$ cat config.mk
export PLATFORM = sky130hd
export DESIGN_NAME = dri_init_ctrl
export DESIGN_NICKNAME = d
export VERILOG_FILES = /design/src/common/dri_pkg.sv /design/src/design/dri_init_ctrl.sv
export SDC_FILE = /design/constraint.sdc
export NUM_CORES = 1
export LEC_CHECK = 0
export BUFFER_PORTS_ARGS = -buffer_cell sky130_fd_sc_hd__buf_2
export CORE_MARGIN = 3
export CORE_UTILIZATION = 54
export DETAILED_ROUTE_END_ITERATION = 16
export GPL_TIMING_DRIVEN = 0
export PLACE_DENSITY = 0.77
export SLEW_MARGIN = 20
export SYNTH_ARGS = -nofsm -noshare
export SYNTH_HDL_FRONTEND = slang
export SYNTH_SLANG_ARGS = --single-unit
$ cat constraint.sdc
create_clock -name i_clock -period 7.94 [get_ports i_clock]
set_input_delay 0 -clock i_clock [delete_from_list [all_inputs] [get_ports i_clock]]
set_output_delay 0 -clock i_clock [all_outputs]
set_load 0.05 [all_outputs]
$ cat src/common/dri_pkg.sv
// Function
// [RL1] hold reset low 200 us at power-up
// [RL2] clock enable low 10 ns before reset release
// [RL3] wait 500 us after reset before clock enable
// [RL4] clock runs five periods before clock enable
// [RL5] nop registered before clock enable rises
// [RL6] clock enable stays high through initialization
// [RL7] device termination off until clock enable
// [RL8] odt held static low during initialization
// [RL9] wait txpr before first mode register write
// [RL10] write mr2 then mr3 with bank codes
// [RL11] then mr1 dll on, mr0 dll reset
// [RL12] long zq calibration after mr0, nops between
// [RL13] wait dll lock and zq init before ready
// [RL14] warm reset 100 ns then repeat sequence
// [RL15] all four mode registers written every init
// [RL16] every mode write carries full field values
// [RL17] keep tmrd between mode register writes
// [RL18] keep tmod after mode write before others
// [RL19] rewrites only while idle with clock enable
// [RL20] mr0 write drives all command bits low
// [RL21] reserved mode bits written as zero
// [RL22] write recovery at least ceil twr over tck; code only computes wr_min_code and never checks the written field
package dri_pkg;
    localparam int CLK_PERIOD_NS   = 50;
    localparam int T_PWR_RST_US    = 200;
    localparam int T_WARM_RST_NS   = 100;
    localparam int T_CKE_RST_NS    = 10;
    localparam int T_RST_CKE_US    = 500;
    localparam int T_CK_STABLE_NS  = 10;
    localparam int T_XPR_NS        = 270;
    localparam int T_MRD_TCK       = 4;
    localparam int T_MOD_TCK       = 12;
    localparam int T_DLLK_TCK      = 512;
    localparam int T_ZQINIT_TCK    = 512;
    localparam int T_WR_NS         = 15;
    localparam int MIN_CK_CYC      = 5;
    // cycle counts; least times round up
    localparam int PWR_RST_CYC  = (T_PWR_RST_US*1000 + CLK_PERIOD_NS-1)
                                  / CLK_PERIOD_NS;
    localparam int WARM_RST_CYC = (T_WARM_RST_NS + CLK_PERIOD_NS-1)
                                  / CLK_PERIOD_NS;
    localparam int CKE_RST_CYC  = (T_CKE_RST_NS + CLK_PERIOD_NS-1)
                                  / CLK_PERIOD_NS;
    localparam int RST_CKE_CYC  = (T_RST_CKE_US*1000 + CLK_PERIOD_NS-1)
                                  / CLK_PERIOD_NS;
    localparam int CKS_NS_CYC   = (T_CK_STABLE_NS + CLK_PERIOD_NS-1)
                                  / CLK_PERIOD_NS;
    localparam int CK_STABLE_CYC = (CKS_NS_CYC > MIN_CK_CYC) ?
                                   CKS_NS_CYC : MIN_CK_CYC;
    localparam int XPR_NS_CYC   = (T_XPR_NS + CLK_PERIOD_NS-1)
                                  / CLK_PERIOD_NS;
    localparam int XPR_CYC      = (XPR_NS_CYC > MIN_CK_CYC) ?
                                  XPR_NS_CYC : MIN_CK_CYC;
    localparam int WR_MIN_CYC   = (T_WR_NS + CLK_PERIOD_NS-1)
                                  / CLK_PERIOD_NS;
    localparam int FINAL_CYC    = (T_DLLK_TCK > T_ZQINIT_TCK) ?
                                  T_DLLK_TCK : T_ZQINIT_TCK;
    localparam int CNT_W = 24;
    // command encodings {cs_n, ras_n, cas_n, we_n}
    localparam logic [3:0] CMD_NOP = 4'h7;
    localparam logic [3:0] CMD_MRS = 4'h0;
    localparam logic [3:0] CMD_ZQ  = 4'h6;
    // bank codes
    localparam logic [2:0] BA_MR0 = 3'h0;
    localparam logic [2:0] BA_MR1 = 3'h1;
    localparam logic [2:0] BA_MR2 = 3'h2;
    localparam logic [2:0] BA_MR3 = 3'h3;
    // field positions and masks
    localparam int MR0_DLL_RST_BIT = 8;
    localparam int MR1_DLL_DIS_BIT = 0;
    localparam int ZQ_LONG_BIT     = 10;
    localparam int MR0_WR_LSB      = 9;
    localparam logic [15:0] MR0_RSVD_MASK = 16'hE000;
    localparam logic [15:0] MR1_RSVD_MASK = 16'hE000;
    localparam logic [15:0] MR2_RSVD_MASK = 16'hF907;
    localparam logic [15:0] MR3_RSVD_MASK = 16'hFFFC;
    // software port map
    localparam logic [3:0] A_CTRL   = 4'h0;
    localparam logic [3:0] A_STATUS = 4'h1;
    localparam logic [3:0] A_MR0    = 4'h2;
    localparam logic [3:0] A_MR1    = 4'h3;
    localparam logic [3:0] A_MR2    = 4'h4;
    localparam logic [3:0] A_MR3    = 4'h5;
    localparam int CTRL_START_BIT = 0;
    localparam int CTRL_WARM_BIT  = 1;
    localparam int CTRL_ODT_BIT   = 2;
    localparam int CTRL_MRW_BIT   = 3;
    localparam logic [15:0] MR0_RST_VAL = 16'h0520;
    localparam logic [15:0] MR1_RST_VAL = 16'h0000;
    localparam logic [15:0] MR2_RST_VAL = 16'h0000;
    localparam logic [15:0] MR3_RST_VAL = 16'h0000;
    typedef enum logic [3:0] {
        ST_IDLE, ST_RST, ST_CKE_LOW, ST_WAIT_CKE, ST_NOP_CKE,
        ST_XPR, ST_MRS, ST_GAP, ST_ZQ, ST_FINAL, ST_READY, ST_MOD
    } dri_state_t;
endpackage

$ cat src/design/dri_init_ctrl.sv
// The register offsets and the plain strobed port were left to the implementer.
`timescale 1ns/1ns
`default_nettype none
// drives a ddr3 device from power-up through mode register setup
module dri_init_ctrl
#(
    parameter int PWR_RST_CYC = dri_pkg::PWR_RST_CYC,
    parameter int RST_CKE_CYC = dri_pkg::RST_CKE_CYC
)
(
    input  wire logic        i_clock,
    input  wire logic        i_nrst,
    input  wire logic [3:0]  i_addr,
    input  wire logic [15:0] i_wdata,
    input  wire logic        i_wr,
    input  wire logic        i_rd,
    output logic      [15:0] o_rdata,
    output logic             o_dram_rst_n,
    output logic             o_cke,
    output logic             o_ck_en,
    output logic             o_cs_n,
    output logic             o_ras_n,
    output logic             o_cas_n,
    output logic             o_we_n,
    output logic      [2:0]  o_ba,
    output logic      [15:0] o_a,
    output logic             o_odt,
    output logic             o_ready
);
    import dri_pkg::*;

    // state and counters
    dri_state_t        st_q, st_d;
    logic [CNT_W-1:0]  cnt_q, cnt_d;     // wait counter
    logic [1:0]        mr_idx_q, mr_idx_d; // which mode register next
    logic              warm_q, warm_d;   // warm reset shorter hold
    logic              one_q, one_d;     // single write in normal use
    // software registers
    logic [15:0] mr_q [4];               // mode register images
    logic        odt_sel_q;              // static odt level
    logic        start_q, warm_req_q, mrw_q; // one-cycle requests
    // pin registers
    logic        rst_n_q, cke_q, ck_en_q, odt_q, ready_q;
    logic [3:0]  cmd_q, cmd_d;
    logic [2:0]  ba_q, ba_d;
    logic [15:0] a_q, a_d;
    logic [15:0] rdata_q;
    logic [15:0] rdata_d;                // read mux result

    // decode of the software port
    wire wr_ctrl = i_wr && (i_addr == A_CTRL);
    wire wr_mr   = i_wr && (i_addr >= A_MR0) && (i_addr <= A_MR3);
    wire [1:0] wr_mr_sel = 2'(i_addr - A_MR0);
    wire cnt_done = (cnt_q == '0);

    // mode register image with reserved bits forced clear
    logic [15:0] mr_word;
    logic [2:0]  mr_ba;
    always_comb
    begin
        mr_word = '0;
        mr_ba   = BA_MR0;
        case (mr_idx_q)
            2'h0:
            begin
                mr_ba   = BA_MR2;                   // [RL10]
                mr_word = mr_q[2] & ~MR2_RSVD_MASK; // [RL21]
            end
            2'h1:
            begin
                mr_ba   = BA_MR3;                   // [RL10]
                mr_word = mr_q[3] & ~MR3_RSVD_MASK; // [RL21]
            end
            2'h2:
            begin
                mr_ba   = BA_MR1;                   // [RL11]
                mr_word = mr_q[1] & ~MR1_RSVD_MASK; // [RL21]
                mr_word[MR1_DLL_DIS_BIT] = 1'b0;    // [RL11]
            end
            default:
            begin
                mr_ba   = BA_MR0;                   // [RL20]
                mr_word = mr_q[0] & ~MR0_RSVD_MASK; // [RL21]
                mr_word[MR0_DLL_RST_BIT] = 1'b1;    // [RL11]
            end
        endcase
    end

    // main sequence; default every cycle is a nop
    always_comb
    begin
        st_d = st_q;
        cnt_d = cnt_done ? cnt_q : cnt_q - 1'b1;
        mr_idx_d = mr_idx_q;
        warm_d = warm_q;
        one_d = one_q;
        cmd_d = CMD_NOP;                            // [RL12]
        ba_d = '0;
        a_d = '0;
        case (st_q)
            ST_IDLE:
            begin
                if (start_q || warm_req_q)
                begin
                    st_d = ST_RST;
                    warm_d = warm_req_q;
                    cnt_d = warm_req_q ? CNT_W'(WARM_RST_CYC) // [RL14]
                                       : CNT_W'(PWR_RST_CYC); // [RL1]
                end
            end
            ST_RST:
            // cke is already low; finish the hold, then keep margin
            if (cnt_done)
            begin
                st_d = ST_CKE_LOW;
                cnt_d = CNT_W'(CKE_RST_CYC);        // [RL2]
            end
            ST_CKE_LOW:
            if (cnt_done)
            begin
                st_d = ST_WAIT_CKE;
                cnt_d = CNT_W'(RST_CKE_CYC);        // [RL3]
            end
            ST_WAIT_CKE:
            // clock runs from here, long before the cke edge
            if (cnt_done)
            begin
                st_d = ST_NOP_CKE;
                cnt_d = CNT_W'(CK_STABLE_CYC);      // [RL4]
            end
            ST_NOP_CKE:
            if (cnt_done)                           // [RL5]
            begin
                st_d = ST_XPR;
                cnt_d = CNT_W'(XPR_CYC);            // [RL9]
            end
            ST_XPR:
            if (cnt_done)
            begin
                st_d = ST_MRS;
                mr_idx_d = '0;                      // [RL15]
            end
            ST_MRS:
            begin
                cmd_d = CMD_MRS;
                ba_d = mr_ba;
                a_d = mr_word;                      // [RL16]
                if (one_q)
                begin
                    st_d = ST_MOD;
                    cnt_d = CNT_W'(T_MOD_TCK);      // [RL18]
                end
                else if (mr_idx_q == 2'h3)
                begin
                    // index wraps to zero: marks the pass as written
                    st_d = ST_GAP;
                    mr_idx_d = '0;
                    cnt_d = CNT_W'(T_MOD_TCK);      // [RL18]
                end
                else
                begin
                    st_d = ST_GAP;
                    mr_idx_d = mr_idx_q + 1'b1;
                    cnt_d = CNT_W'(T_MRD_TCK - 1);  // [RL17]
                end
            end
            ST_GAP:
            // gap after the last write leads into calibration
            if (cnt_done)
                st_d = (mr_idx_q == 2'h0) ? ST_ZQ : ST_MRS; // [RL12]
            ST_ZQ:
            begin
                cmd_d = CMD_ZQ;                     // [RL12]
                a_d[ZQ_LONG_BIT] = 1'b1;
                st_d = ST_FINAL;
                cnt_d = CNT_W'(FINAL_CYC);          // [RL13]
            end
            ST_FINAL:
            if (cnt_done)
                st_d = ST_READY;                    // [RL13]
            ST_READY:
            // only idle, cke high traffic here, so rewrite is legal
            begin
                if (start_q || warm_req_q)
                begin
                    st_d = ST_RST;
                    warm_d = warm_req_q;
                    cnt_d = warm_req_q ? CNT_W'(WARM_RST_CYC) // [RL14]
                                       : CNT_W'(PWR_RST_CYC);
                end
                else if (mrw_q)
                begin
                    st_d = ST_MRS;                  // [RL19]
                    one_d = 1'b1;
                    mr_idx_d = 2'h3;
                end
            end
            ST_MOD:
            if (cnt_done)
            begin
                st_d = ST_READY;
                one_d = 1'b0;
            end
            default:
                st_d = ST_IDLE;
        endcase
    end

    // state and counter registers
    always_ff @(posedge i_clock or negedge i_nrst)
    begin
        if (!i_nrst)
        begin
            st_q <= ST_IDLE;
            cnt_q <= '0;
            mr_idx_q <= '0;
            warm_q <= 1'b0;
            one_q <= 1'b0;
        end
        else
        begin
            st_q <= st_d;
            cnt_q <= cnt_d;
            mr_idx_q <= mr_idx_d;
            warm_q <= warm_d;
            one_q <= one_d;
        end
    end

    // pins; reset low and cke low outside the running sequence
    wire in_rst  = (st_q == ST_IDLE) || (st_q == ST_RST);
    wire cke_on  = !(in_rst || st_q == ST_CKE_LOW ||
                     st_q == ST_WAIT_CKE || st_q == ST_NOP_CKE);
    always_ff @(posedge i_clock or negedge i_nrst)
    begin
        if (!i_nrst)
        begin
            rst_n_q <= 1'b0;
            cke_q <= 1'b0;
            ck_en_q <= 1'b0;
            odt_q <= 1'b0;
            ready_q <= 1'b0;
            cmd_q <= CMD_NOP;
            ba_q <= '0;
            a_q <= '0;
        end
        else
        begin
            rst_n_q <= !(in_rst && st_d != ST_CKE_LOW) ||
                       (st_q == ST_RST && cnt_done);  // [RL2]
            cke_q <= (st_d != ST_IDLE && st_d != ST_RST &&
                      st_d != ST_CKE_LOW && st_d != ST_WAIT_CKE &&
                      st_d != ST_NOP_CKE);              // [RL6]
            ck_en_q <= (st_d != ST_IDLE && st_d != ST_RST &&
                        st_d != ST_CKE_LOW);           // [RL4]
            odt_q <= (st_d == ST_READY || st_d == ST_MOD) &&
                     odt_sel_q;                        // [RL8]
            ready_q <= (st_d == ST_READY);             // [RL13]
            cmd_q <= cmd_d;
            ba_q <= ba_d;
            a_q <= a_d;
        end
    end

    // software registers; requests last one cycle
    always_ff @(posedge i_clock or negedge i_nrst)
    begin
        if (!i_nrst)
        begin
            mr_q[0] <= MR0_RST_VAL;
            mr_q[1] <= MR1_RST_VAL;
            mr_q[2] <= MR2_RST_VAL;
            mr_q[3] <= MR3_RST_VAL;
            odt_sel_q <= 1'b0;
            start_q <= 1'b0;
            warm_req_q <= 1'b0;
            mrw_q <= 1'b0;
            rdata_q <= '0;
        end
        else
        begin
            if (wr_mr)
                mr_q[wr_mr_sel] <= i_wdata;
            if (wr_ctrl)
                odt_sel_q <= i_wdata[CTRL_ODT_BIT];
            start_q <= wr_ctrl && i_wdata[CTRL_START_BIT];
            warm_req_q <= wr_ctrl && i_wdata[CTRL_WARM_BIT];
            mrw_q <= wr_ctrl && i_wdata[CTRL_MRW_BIT];
            rdata_q <= rdata_d;
        end
    end

    // read mux; unmapped reads give zero
    always_comb
    begin
        rdata_d = '0;
        if (i_rd)
        begin
            case (i_addr)
                A_CTRL:   rdata_d = {13'h0000, odt_sel_q, 2'h0};
                A_STATUS: rdata_d = {11'h000, ready_q, 4'(st_q)};
                A_MR0, A_MR1, A_MR2, A_MR3: rdata_d = mr_q[wr_mr_sel];
                default:  rdata_d = '0;
            endcase
        end
    end

    // wr recovery field lower bound; not driven to any output or read port
    wire [2:0] wr_min_code = 3'(WR_MIN_CYC);        // [RL22]

    assign o_rdata = rdata_q;
    assign o_dram_rst_n = rst_n_q;                  // [RL7]
    assign o_cke = cke_q;
    assign o_ck_en = ck_en_q;
    assign {o_cs_n, o_ras_n, o_cas_n, o_we_n} = cmd_q;
    assign o_ba = ba_q;
    assign o_a = a_q;
    assign o_odt = odt_q;
    assign o_ready = ready_q;
endmodule
`default_nettype wire

* After elaboration in Yosys (flattened, before gate mapping) *
Cells that the tools add are included.

storage, ports and cells
  bits of input ports = 24
  word-level logic and storage cells = 138
  register bits after elaboration = 143
  output and inout port bits = 44

cells by class
  multiplexer cells = 48
  bitwise operators = 1
  add/subtract/negate cells = 3
  reductions and logical operators = 31
  equality and inequality tests = 30
  order comparisons = 4

operator list
  operator               number
  $pmux 24 s7            1
  $mux 24                6
  $bwmux 64              1
  $mux 16                4
  $mux 4                 14
  $pmux 16 s3            1
  $pmux 4 s11            1
  $pmux 13 s3            1
  $bmux 16 s2            1
  $demux 16 s2           1
  $eq 4x3->1 const B     6
  $eq 4x4->1 const B     6
  $logic_not 24->1       1
  $sub 24x1->24 const B  1
  $eq 4x2->1 const B     4
  $logic_and 1x1->1      14
  $mux 2                 7
  $mux 12                1
  $pmux 2 s3             2
  $mux 10                1
  $ne 2x2->1 const B     5
  $eq 4x1->1 const B     2
  $logic_not 4->1        2
  $ne 4x2->1 const B     2
  other kinds (24)       32

* Logic depth before layout (Yosys ltp) *
  depth in word-level cells = 9
  mapped depth = 12
  mapped depth without buffers = 10

* Worst setup path before layout *
OpenSTA, ideal clock, no wires.

  path type = register to register
  from = register cnt_q[0]
  to = register cnt_q[0]
  slack = 5.441 ns
  required time = 7.804 ns
  stages on the path, launching flop included = 13
  buffers on the path = 2
  setup time = 0.136 ns
  arrival time = 2.363 ns
  period minus slack after synthesis = 2.499 ns
  cells stage by stage = dfrtp_1 -> inv_1 -> ha_1 -> or3b_1 -> buf_2 -> or3_1 -> buf_6 -> nor2_8 -> inv_2 -> ha_1 -> inv_1 -> a22oi_1 -> o21ai_0

on the way
  cells in the longest elaborated chain, start to end = 4
  elaborated cells on any way between the ends = 9
  those cells by class = add/sub (1); mux (7); reduce/logical (1)

RTL lines
  element                                                   line                                      RTL
  start: declaration                                        dri_init_ctrl.sv:34                       logic [CNT_W-1:0] cnt_q, cnt_d;
  start signal: assignment                                  dri_init_ctrl.sv:223                      cnt_q <= cnt_d;
  $sub 24x1->24 / $logic_not 24->1 (equally long branches)  dri_init_ctrl.sv:93, dri_init_ctrl.sv:54
  $mux 24                                                   dri_init_ctrl.sv:93                       cnt_d = cnt_done ? cnt_q : cnt_q - 1'b1;
  $mux 24 (on tied branches)                                -
  $pmux 24 s7 *                                             dri_init_ctrl.sv:100                      case (st_q)
  via cnt_d[0]                                              dri_init_ctrl.sv:34

Mark *: on every way through the listed nets, which the timed path passes. The rest lies on a longest branch.
A chain may end at the register's enable or synchronous reset.

* Worst setup path in the final report *
  from = register cnt_q[0]
  to = register cnt_q[8]

The elaborated chain is that of the path after synthesis.

==> run metrics <==
# H-tree levels=4; flops & latches, synth=137; CTS buffer count=17; die footprint=~14000 sq um; row cnt=39; Hold Path Class=in -> reg; Startpoint Class=register; Hold Fails Final Rpt=0; fillers=866; max_cap viols=0; arrival time of the worst setup path=3.13 ns; syn avg cell area=11.5 sq um; RSZ-0062 raised after global routing=false; Total Power=2.31 mW; Slew @ Worst Pin=0.960 ns; first-pass GRT wire length=25.8 mm; total negative slack=0 ns; hold_buf cts=20; Vias/cell=approximately 6.0; largest net degree at the start of global routing=91; Synth warnings=0; worst skew pair latency=between 0.4 and 0.5 ns; Starting DRT DRC Count=roughly 470; CTS max path bufs=2; initial antenna violation count=0; DR DRC count=0; fmax=~350 MHz; status=finished, final reports clean; Synth-to-Final Area Change=19.7%; # setup viols final=0; Die Y-Extent=117 um; WL per Instance=between 15 and 20 um; gp weighted congestion=0.922; iteration count of the initial detailed-routing pass=6; sequential share of the synthesized area=51.9%; crit end category=register; port bufs=59; R2R Setup Slk=a little over 5 ns; reg2reg start=cnt_q[0]$_DFF_PN0_; DP Wirelength=11.1 mm; CP Cell Sequence=inv_1, ha_1, or3b_1, buf_2, or3_1, buf_6, nor2_8, inv_2, nor3_4, o21bai_1, o211ai_1; Post-CTS Resized=0; Req. time, crit path=8.23 ns; CTS tree=built; worst-path fanout max=10; grt ovf=0; hold_sp=i_addr[2]; Peak VDD IR=about 0.18 mV; Final Cycle Share=35.8%; CP max stage cell=dfrtp_1; Final Max Slew Viols=0; Period minus WS final=about 2.8 ns; Leak=around 3.5 nW; synthesized area=roughly 6600 sq um; final net count=708; Synth async-reset ratio=between 90% and 100%; via count=4995; Slowest Stage Delay on Critical Path=between 0.3 and 0.4 ns; WS Path Type=reg -> reg; Worst slew margin=35.4%; Die Wd=117 um; gr usage total=25.2%; ANT nets after route=0; CP startpoint=cnt_q[0]$_DFF_PN0_; Initial Util=56.5%; clk_skew=between 0.005 and 0.006 ns; Most used DFF post-synth=dfrtp_1; ANT cells=0; Sink Count=between 100 and 150; clock-pin slew on the worst setup and hold paths=around 0.060 ns; share of layout cells above drive strength 1=between 20% and 30%; core area=11700 sq um; CTS root buffer=clkbuf_16; pwr dens=292 nW/um^2; vias in the first global route=approximately 5000; final WL=between 15 and 20 mm; Synth cell types=64; I/O pins=68; Mapped Cells=roughly 570; postcts setup bufs=0; Post-synth EDFFs=0
-- per-layer routing --
metal	GRT usage [%]	wire [um]	vias up
li1	-	-	2284
met1	33.3	7040	2478
met2	40.7	7750	188
met3	4.92	917	45
met4	11.3	500	0
met5	0	0	-
-- worst paths after layout --
check | depth (start not counted) | to
worst max-delay path | 11 | cnt_q[8]$_DFF_PN0_
worst min register to register | 1 | mr_q[46]$_DFFE_PN0P_
worst min-delay path | 3 | o_rdata[15]$_DFF_PN0_
min in group asynchronous | 2 | cnt_q[5]$_DFF_PN0_
max in group asynchronous | 3 | mr_q[53]$_DFFE_PN1P_
worst max register to register | 11 | cnt_q[8]$_DFF_PN0_
-- cells in the final DEF, fill, tap and decap left out, drive strengths merged, types with 6 or more instances in the layout --
master,n
mux4,16
a21oi,33
nor3,18
clkbuf,47
a22oi,16
nor2b,13
dlygate4sd3,20
xor2,8
o21ai,21
buf,76
xnor2,13
nand3,8
nor2,63
dfrtp,132
mux2,65
nor4,7
or3,7
ha,7
inv,11
nand2,20
a211oi,6
-- state kept, by name (all words and copies together), names as in the netlist --
name,count
mr_idx_q,2
o_ready,1
o_ba,2
o_odt,1
o_dram_rst_n,1
mrw_q,1
odt_sel_q,1
o_ck_en,1
o_rdata,16
start_q,1
warm_req_q,1
one_q,1
o_cke,1
o_a,13
cmd_q,2
st_q,4
cnt_q,24
mr_q,64
-- critical path, delay by kind of cell, from the launching register on --
family | cells | cell delay [ns]
and+or+nand+nor | 4 | 1.16
buffers and inverters | 4 | 0.59
DFF | 1 | 0.39
AOI/OAI and AO/OA | 2 | 0.37
adders and majority gates | 1 | 0.19
-- power by group --
part           total, mW  switching [mW]  internal, mW  leakage, nW
clock              0.759           0.294         0.465        0.276
sequential         0.948           0.106         0.842         1.75
combinational      0.606           0.333         0.272         1.50
-- final cells by class --
type / count / area [sq um] / share of cell area, %
Buffer: 40 / 191 / 2.42
Clock buffer: 23 / 488 / 6.16
Clock inverter: 9 / 88.8 / 1.12
Inverter: 11 / 41.3 / 0.521
Multi-Input combinational cell: 390 / 2970 / 37.5
Sequential cell: 137 / 3430 / 43.3
Tap cell: 143 / 179 / 2.26
Timing Repair Buffer: 80 / 533 / 6.73
-- stage by stage --
step           hold WS [ns]  instance area (sq um)  setup slack (ns)  instances  utilization (%)
2_1_floorplan        -0.296                   6640              5.44        578                -
3_3_place_gp          0.266                   7110              5.14        780             60.7
3_5_place_dp        -0.0793                   7150              5.12        781             61.0
4_1_cts              0.0330                   7930              5.11        833             67.7
5_1_grt              0.0692                   7930              4.89        833             67.7
6_report             0.0499                   7930              5.10        833             67.7
-- logic make-up (layout without fill, tap and decap cells) --
| kind of cell | Yosys count | in the layout | synth area share [%] |
|---|---|---|---|
| adder cells (fa/ha/maj) | 7 | 7 | 1.32 |
| AND/OR/NAND/NOR | 161 | 161 | 12.5 |
| multiplexers | 85 | 85 | 17.1 |
| flip-flops | 137 | 137 | 51.9 |
| XOR/XNOR | 21 | 21 | 2.78 |
| buffers and inverters | 51 | 163 | 3.51 |
| AO/OA/AOI/OAI | 111 | 111 | 10.8 |
| other | 1 | 5 | 0.0566 |
-- cells in the mapped netlist, types with 4 or more instances --
| library cell | number | share of area, % |
|---|---|---|
| nor4_1 | 5 | 0.47 |
| nor2b_1 | 13 | 1.2 |
| and2_1 | 4 | 0.38 |
| a211oi_1 | 6 | 0.68 |
| buf_4 | 7 | 0.79 |
| o21ai_0 | 18 | 1.4 |
| o22ai_1 | 5 | 0.47 |
| dfrtp_1 | 132 | 50 |
| dfstp_2 | 5 | 2.0 |
| inv_1 | 8 | 0.45 |
| nor3_1 | 17 | 1.3 |
| nand3_1 | 8 | 0.60 |
| a22oi_1 | 16 | 1.8 |
| buf_2 | 6 | 0.45 |
| or3_1 | 7 | 0.66 |
| xor2_1 | 8 | 1.1 |
| nand2_1 | 20 | 1.1 |
| a21oi_1 | 33 | 2.5 |
| mux4_2 | 16 | 5.4 |
| a31oi_1 | 4 | 0.38 |
| nand2b_1 | 4 | 0.38 |
| nor2_1 | 62 | 3.5 |
| mux2_2 | 65 | 11 |
| mux2i_1 | 4 | 0.60 |
| ha_1 | 7 | 1.3 |
| clkbuf_1 | 24 | 1.4 |
| xnor2_1 | 13 | 1.7 |
Power figures use the tool's default switching activity.
